===== src/shared/usb_global_ctrl_pkg.sv =====
// Constants for the USB global control register bank
package usb_global_ctrl_pkg;
   // Bus geometry
   localparam int ADDR_W = 10;
   localparam int DATA_W = 32;
   // Register indices; byte address is four times the index
   localparam logic [7:0] IDX_IRQ_ENABLE = 8'hbe;
   localparam logic [7:0] IDX_FUNCTION_ADDRESS = 8'hc6;
   localparam logic [7:0] IDX_ENDPOINT_SELECT = 8'hc7;
   // Reset values and writable-bit masks
   localparam logic [7:0] IRQ_ENABLE_RESET = 8'h10;
   localparam logic [7:0] IRQ_ENABLE_MASK = 8'h39;
   localparam logic [7:0] FUNCTION_ADDRESS_RESET = 8'h00;
   localparam logic [7:0] FUNCTION_ADDRESS_MASK = 8'hff;
   localparam logic [7:0] ENDPOINT_SELECT_RESET = 8'h00;
   localparam logic [7:0] ENDPOINT_SELECT_MASK = 8'h0f;
   // Field positions
   localparam int WAKE_IRQ_EN_BIT = 5;
   localparam int BUS_RESET_END_IRQ_EN_BIT = 4;
   localparam int FRAME_START_IRQ_EN_BIT = 3;
   localparam int SUSPEND_IRQ_EN_BIT = 0;
   localparam int ADDR_FILTER_ON_BIT = 7;
   localparam int FUNCTION_ADDR_W = 7;
   localparam int ENDPOINT_SEL_W = 4;
   localparam logic [6:0] DEFAULT_FUNCTION_ADDR = 7'h00;
   // Avalon response codes
   localparam logic [1:0] RESP_OKAY = 2'h0;
   localparam logic [1:0] RESP_SLVERR = 2'h2;
endpackage


===== src/core/usb_global_ctrl_regs.sv =====
// USB global interrupt enable, function address and endpoint select registers
`timescale 1ns/1ps
module usb_global_ctrl_regs (
   // Clock and reset
   input wire logic I_CLOCK,
   input wire logic I_RESET,
   // Avalon-MM slave
   input wire logic [usb_global_ctrl_pkg::ADDR_W-1:0] I_AVS_ADDRESS,
   input wire logic I_AVS_READ,
   input wire logic I_AVS_WRITE,
   input wire logic [usb_global_ctrl_pkg::DATA_W-1:0] I_AVS_WRITEDATA,
   input wire logic [3:0] I_AVS_BYTEENABLE,
   output logic [usb_global_ctrl_pkg::DATA_W-1:0] O_AVS_READDATA,
   output logic [1:0] O_AVS_RESPONSE,
   output logic O_AVS_WAITREQUEST,
   // Global event flags from the flag register
   input wire logic I_WAKE_FLAG,
   input wire logic I_BUS_RESET_END_FLAG,
   input wire logic I_FRAME_START_FLAG,
   input wire logic I_SUSPEND_FLAG,
   input wire logic I_ADDR_VALID_FLAG,
   // USB side
   input wire logic I_USB_BUS_RESET,
   input wire logic I_TOKEN_VALID,
   input wire logic [6:0] I_TOKEN_ADDR,
   // Outputs to the USB engine and CPU
   output logic O_USB_IRQ,
   output logic O_ADDR_FILTER_ON,
   output logic [6:0] O_FUNCTION_ADDR,
   output logic [3:0] O_ENDPOINT_SEL,
   output logic O_TOKEN_ACCEPT
);
   logic ack_r;
   logic [7:0] irq_en_r;
   logic [7:0] irq_en_nxt;
   logic [7:0] faddr_r;
   logic [7:0] faddr_nxt;
   logic [7:0] ep_sel_r;
   logic [7:0] ep_sel_nxt;
   logic [31:0] rdata_r;
   logic [1:0] resp_r;
   logic irq_r;
   logic [6:0] eff_addr_r;
   logic accept_r;

   wire req = I_AVS_READ | I_AVS_WRITE;
   wire aligned = (I_AVS_ADDRESS[1:0] == 2'h0);
   wire [7:0] word_idx = I_AVS_ADDRESS[9:2];
   wire hit_en = aligned && (word_idx == usb_global_ctrl_pkg::IDX_IRQ_ENABLE);
   wire hit_fa = aligned && (word_idx == usb_global_ctrl_pkg::IDX_FUNCTION_ADDRESS);
   wire hit_ep = aligned && (word_idx == usb_global_ctrl_pkg::IDX_ENDPOINT_SELECT);
   wire mapped = hit_en | hit_fa | hit_ep;
   // Write lands only at the edge where waitrequest is low
   wire wr_take = I_AVS_WRITE & ack_r & I_AVS_BYTEENABLE[0];
   wire [7:0] wbyte = I_AVS_WRITEDATA[7:0];

   // One wait state per access gives a registered read path
   assign O_AVS_WAITREQUEST = req & ~ack_r;
   assign O_AVS_READDATA = rdata_r;
   assign O_AVS_RESPONSE = resp_r;

   // Reserved bits are masked off on write so they can never read back as one
   assign irq_en_nxt = (hit_en & wr_take) ?
      (wbyte & usb_global_ctrl_pkg::IRQ_ENABLE_MASK) : irq_en_r;
   // Bus reset wins over a CPU write in the same cycle
   assign faddr_nxt = I_USB_BUS_RESET ? {faddr_r[7], usb_global_ctrl_pkg::DEFAULT_FUNCTION_ADDR} :
      (hit_fa & wr_take) ? (wbyte & usb_global_ctrl_pkg::FUNCTION_ADDRESS_MASK) :
      faddr_r;
   // Values 7 to 15 are stored as written; software keeps to 0..6
   assign ep_sel_nxt = (hit_ep & wr_take) ?
      (wbyte & usb_global_ctrl_pkg::ENDPOINT_SELECT_MASK) : ep_sel_r;

   wire [7:0] rd_byte = hit_en ? irq_en_r : hit_fa ? faddr_r : hit_ep ? ep_sel_r : 8'h00;

   // Each flag is gated by its enable bit
   wire [7:0] flag_vec = {2'h0, I_WAKE_FLAG, I_BUS_RESET_END_FLAG, I_FRAME_START_FLAG,
      2'h0, I_SUSPEND_FLAG};
   wire [7:0] gated = flag_vec & irq_en_r;
   wire irq_nxt = |gated;

   wire [6:0] eff_addr_nxt = I_ADDR_VALID_FLAG ? faddr_r[6:0] :
      usb_global_ctrl_pkg::DEFAULT_FUNCTION_ADDR;
   wire filter_on = faddr_r[usb_global_ctrl_pkg::ADDR_FILTER_ON_BIT];
   wire accept_nxt = I_TOKEN_VALID & (~filter_on | (I_TOKEN_ADDR == eff_addr_nxt));

   always_ff @(posedge I_CLOCK) begin
      if (I_RESET) begin
         ack_r <= 1'b0;
         rdata_r <= 32'h0000_0000;
         resp_r <= usb_global_ctrl_pkg::RESP_OKAY;
      end else begin
         ack_r <= req & ~ack_r;
         if (req & ~ack_r) begin
            rdata_r <= {24'h00_0000, rd_byte};
            resp_r <= mapped ? usb_global_ctrl_pkg::RESP_OKAY : usb_global_ctrl_pkg::RESP_SLVERR;
         end
      end
   end

   always_ff @(posedge I_CLOCK) begin
      if (I_RESET) begin
         irq_en_r <= usb_global_ctrl_pkg::IRQ_ENABLE_RESET;
         faddr_r <= usb_global_ctrl_pkg::FUNCTION_ADDRESS_RESET;
         ep_sel_r <= usb_global_ctrl_pkg::ENDPOINT_SELECT_RESET;
      end else begin
         irq_en_r <= irq_en_nxt;
         faddr_r <= faddr_nxt;
         ep_sel_r <= ep_sel_nxt;
      end
   end

   always_ff @(posedge I_CLOCK) begin
      if (I_RESET) begin
         irq_r <= 1'b0;
         eff_addr_r <= usb_global_ctrl_pkg::DEFAULT_FUNCTION_ADDR;
         accept_r <= 1'b0;
      end else begin
         irq_r <= irq_nxt;
         eff_addr_r <= eff_addr_nxt;
         accept_r <= accept_nxt;
      end
   end

   assign O_USB_IRQ = irq_r;
   assign O_ADDR_FILTER_ON = filter_on;
   assign O_FUNCTION_ADDR = eff_addr_r;
   assign O_ENDPOINT_SEL = ep_sel_r[3:0];
   assign O_TOKEN_ACCEPT = accept_r;
endmodule


===== config.mk =====
export PLATFORM = sky130hd
export DESIGN_NAME = usb_global_ctrl_regs
export DESIGN_NICKNAME = d
export VERILOG_FILES = /design/src/shared/usb_global_ctrl_pkg.sv /design/src/core/usb_global_ctrl_regs.sv
export SDC_FILE = /design/constraint.sdc
export NUM_CORES = 1
export LEC_CHECK = 0
export BUFFER_PORTS_ARGS = -buffer_cell sky130_fd_sc_hd__clkbuf_2
export CAP_MARGIN = 40
export CORE_UTILIZATION = 42
export DETAILED_ROUTE_END_ITERATION = 12
export PLACE_DENSITY = 0.91
export SLEW_MARGIN = 10
export SYNTH_ARGS = -nofsm -noshare
export SYNTH_HDL_FRONTEND = slang
export SYNTH_SLANG_ARGS = --single-unit
export TNS_END_PERCENT = 20

===== constraint.sdc =====
create_clock -name I_CLOCK -period 2.27 [get_ports I_CLOCK]
set_input_delay 0.5675 -clock I_CLOCK [delete_from_list [all_inputs] [get_ports I_CLOCK]]
set_output_delay 0.5675 -clock I_CLOCK [all_outputs]
set_load 0.02 [all_outputs]

After elaboration in Yosys (flattened, before gate mapping)
Index checks and enable logic that the tools add are counted. Widths: inputs -> output; s select.

Equal/unequal tests: 4. Bitwise gates (word level): 15. Mux-type cells: 5. Reduce and logical (&&, ||, !) cells: 7.

Operator list (number): $eq 8x8->1 const B (3); $mux 8 (2); $reduce_or 8->1 (1); $and 1x1->1 (7); $eq 7x7->1 (1); $mux 7 (1); $and 6x6->6 (1); $mux 4 (1); $or 1x1->1 (4); $logic_and 1x1->1 (3); $not 1->1 (3); $logic_not 2->1 (1); $mux 2 (1); $reduce_and 2->1 (1); $reduce_or 2->1 (1).

Register bits after elaboration: 36. Output and inout bits: 49. Input port bits: 64.

Logic depth before layout (Yosys ltp)
Depth in word-level cells: 5. Mapped depth: 6. Gate-level depth less buffers: 4.

Least setup slack after synthesis
No wires, ideal clock.

Path kind: input -> register. Start point: in I_AVS_ADDRESS[0] in the netlist's numbering. End point: reg faddr_r[7]. Stages: 6. Arrival: 1.721 ns. Buffers on the path: 2. Slack: 0.417 ns. Cells stage by stage: nand4bb_1 -> buf_6 -> or4_1 -> clkbuf_2 -> o21ai_1 -> a21oi_1.

Cells in the longest elaborated chain, start to end: 4.

RTL lines: from (decl) (line usb_global_ctrl_regs.sv:8) `input wire logic [usb_global_ctrl_pkg::ADDR_W-1:0] I_AVS_ADDRESS,`; $logic_not 2->1 (line usb_global_ctrl_regs.sv:47) `wire aligned = (I_AVS_ADDRESS[1:0] == 2'h0);`; $logic_and 1x1->1 (line usb_global_ctrl_regs.sv:50) `wire hit_fa = aligned && (word_idx == usb_global_ctrl_pkg::IDX_FUNCTION_ADDRESS);`; $and 1x1->1 (line usb_global_ctrl_regs.sv:67) `(hit_fa & wr_take) ? (wbyte & usb_global_ctrl_pkg::FUNCTION_ADDRESS_MASK) :`; $reduce_and 2->1 (no line); to (signal assigned) (line usb_global_ctrl_regs.sv:103) `faddr_r <= usb_global_ctrl_pkg::FUNCTION_ADDRESS_RESET;`; to (signal assigned) (line usb_global_ctrl_regs.sv:107) `faddr_r <= faddr_nxt;`; to (decl) (line usb_global_ctrl_regs.sv:36) `logic [7:0] faddr_r;`.

No other way between the ends. A chain may end at the register's enable or synchronous reset.

Worst setup path after layout
Start point: in I_AVS_WRITE. End point: out O_AVS_WAITREQUEST.

Cells in the longest elaborated chain, start to end: 2.

RTL lines: from (decl) (line usb_global_ctrl_regs.sv:10) `input wire logic I_AVS_WRITE,`; $or 1x1->1 (line usb_global_ctrl_regs.sv:46) `wire req = I_AVS_READ | I_AVS_WRITE;`; $and 1x1->1 (line usb_global_ctrl_regs.sv:58) `assign O_AVS_WAITREQUEST = req & ~ack_r;`; to (decl) (line usb_global_ctrl_regs.sv:15) `output logic O_AVS_WAITREQUEST,`.

No other way between the ends.

==> impl_metrics.toml <==
[setup_path]
cp_data_required_time_ns = 1.70
critPathSlowestCell = "o21bai_1"
max_stage_delay_ns = 0.21
crit_chain = "clkbuf_2, o21bai_1, clkinv_1, clkbuf_2"
path_buf_inv = 3
worstSetupStartpointType = "input pin"
reg2reg_depth = 4
worstSetupEndpointType = "output port"
rrSetupSlack_ns = 0.76
critPathLaunch = "I_AVS_WRITE"
crit_end = "O_AVS_WAITREQUEST"
crit_top_cell = "clkbuf_2"
timing.rr.end = "faddr_r[7]"
cp_top_family = "buffers and inverters"
arrival_ns = 1.22
path_class = "input pin to output port"
cp_max_fo = 4
path_depth = 4
timing.rr.start = "ack_r"

[yosys]
yosys.cell_types.count = 41
ys_ff_latch = 35
synth-seq-area-share_pct = 39.44
synth-edff-count = 0
synth_ff_type = "dfxtp_1"
synthArstFlopShare_pct = 0
yosys_warnings = 0
netlist_area_mm2 = 0.001777
syn_inst = 203
synth.avg_cell_area_um2 = 8.752

[cts]
cts_max_level = 2
ctsHoldBuffers = 0
clk_latency_ns = 0.29
cts_root_buf = "clkbuf_8"
clock_sinks = 35
cts_setup_buffers = 0
clockBufferDepth = 2
cts_tree = "built"
path_clk_slew_ns = 0.06
ctsResizeCount = 0
cts_made_buffers = 5

[route]
wire_per_inst_um = 12.61
drt_iter0_markers = 60
route.detailed.drc = 0
vias = 1572
ant_nets = 0
wl_mm = 3.986
firstDrtPassIters = 4
vias_per_cell = 4.975

[grt]
grt_use_met3_pct = 5.137
grt_max_degree = 14
gr-usage-met1_pct = 22.85
gr-usage-met2_pct = 31.00
grt_pass1_wl_mm = 6.265
antenna_found_initial = 0
grt_overflow = 0
grt-busiest-layer = "met2"
track_usage_pct = 18.90
grt_pass1_vias = 1395

[run_status]
outcome = "complete, no violations"

[layout]
layout_common_cells = "clkbuf_2, dfxtp_1, conb_1"
final_util_pct = 52.92
finalNetCount = 329
final_common_cell = "clkbuf_2"
layout-drive-gt1-share_pct = 30.83
antenna_cells = 0
area_delta_synth_final_pct = 20.00

[power_and_ir_drop]
p_sw_uw = 334.2
p_sw_share_pct = 26.00
p_int_uw = 951.2
ir_worst_vdd_mv = 0.3014
combPwrFrac_pct = 12.6
clkPwrFrac_pct = 38.8
p_seq_share_pct = 48.6
power_leakage_uw = 0.0009273
cellPowerDensity_mw_per_mm2 = 602.9

[timing]
fin_crit_ns = 1.790
fin_skew_ns = 0.006723
setup_ws_ns = 0.4798
worst_slew_pin_slew_ns = 0.5024
slew_headroom_pct = 66.26
finalCritPeriodShare_pct = 78.86
max_freq_mhz = 558.6
finalSetupViolations = 0
rsz0062_at_grt = "no"
hold_viol = 0
drv_slew = 0
fin_setup_tns_ns = 0

[place]
dp_hpwl_mm = 3.113
place.port_buffers = 60
gp_congestion = 0.8466
dp_slack_ns = 0.2709

[die]
num_rows = 23
fp.coreArea_mm2 = 0.004029
ios = 113
initial_core_util_pct = 44.10
die_area_mm2 = 0.004494
die_y_um = 67.04
die_width_um = 67.04

[run]
cap_viol_max_count = 0

[worst_hold_path]
holdCritPathClass = "flip-flop to flip-flop"
worstHoldPathCells = 2
==> cell usage after synthesis, types with 3 or more instances <==
cell type | number | share of area, %
a21oi_1 | 15 | 4.2
a22oi_1 | 4 | 1.7
and2_1 | 7 | 2.5
buf_2 | 4 | 1.1
buf_4 | 25 | 11
clkbuf_1 | 4 | 0.84
dfxtp_1 | 35 | 39
mux2i_1 | 9 | 5.1
nand2_1 | 21 | 4.4
nand3_1 | 5 | 1.4
nand4b_1 | 3 | 1.5
nor2_1 | 15 | 3.2
nor3_1 | 8 | 2.3
o21ai_0 | 6 | 1.7
xnor2_1 | 4 | 2.0
==> per-layer routing <==
metal  vias to the layer above  part of all wire, %
met5                         -                    0
met4                         0                  1.7
met3                         8                  6.8
met2                        62                   50
met1                       724                   42
li1                        778                    -
==> power groups by stage <==
stage	logic [uW]	clock network [uW]	registers, uW
2_1_floorplan	124	0	646
3_3_place_gp	157	0	639
3_5_place_dp	160	0	639
4_1_cts	161	507	625
5_1_grt	176	529	626
6_report	162	499	625
==> layout make-up <==
cell class / count / area, um2
clock buffer: 8 / 100.1
inverter: 3 / 11.26
fill: 393 / 1897
tap: 50 / 62.56
timing repair buffer: 67 / 352.8
sequential: 35 / 700.7
multi-input combinational: 153 / 904.6
==> stage by stage <==
stage	area [um2]	total power [uW]	instances	hold WS (ns)
2_1_floorplan	1867	769.7	227	0.4573
3_3_place_gp	2032	795.4	308	0.4413
3_5_place_dp	2032	799.5	308	0.4472
4_1_cts	2132	1293	316	0.4571
5_1_grt	2132	1331	316	0.4733
6_report	2132	1285	316	0.4517
==> worst min-delay path, delay by kind of cell, from the launching register on <==
kind	cells	cell delay [ns]
flip-flops	1	0.31
AND/OR/NAND/NOR	1	0.05
AO/OA/AOI/OAI	1	0.05
==> cell families (layout without fill, tap and decap cells) <==
| kind of cell | Yosys count | after routing | synth area share (%) |
|---|---|---|---|
| XOR/XNOR | 4 | 4 | 1.972 |
| multiplexers | 11 | 11 | 6.338 |
| AO/OA/AOI/OAI | 36 | 36 | 12.68 |
| buffers and inverters | 39 | 78 | 14.72 |
| AND/OR/NAND/NOR | 77 | 77 | 24.65 |
| other | 1 | 25 | 0.2111 |
| flip-flops | 35 | 35 | 39.44 |
==> how the worst min path moves through the flow <==
stage,start,end,slack [ns]
2_1_floorplan,faddr_r[0],faddr_r[0],0.46
3_3_place_gp,O_AVS_READDATA[7],O_AVS_READDATA[7],0.44
3_5_place_dp,O_AVS_READDATA[2],O_AVS_READDATA[2],0.45
4_1_cts,O_AVS_READDATA[2],O_AVS_READDATA[2],0.46
5_1_grt,O_AVS_READDATA[6],O_AVS_READDATA[6],0.47
6_report,O_AVS_READDATA[6],O_AVS_READDATA[6],0.45
==> registers in the layout (all words and copies together) (netlist names) <==
signal and cells:
O_AVS_READDATA 8, O_AVS_RESPONSE 1, O_FUNCTION_ADDR 7, O_TOKEN_ACCEPT 1, O_USB_IRQ 1, ack_r 1
ep_sel_r 4, faddr_r 8, irq_en_r 4
(Power assumes the default switching activity.)
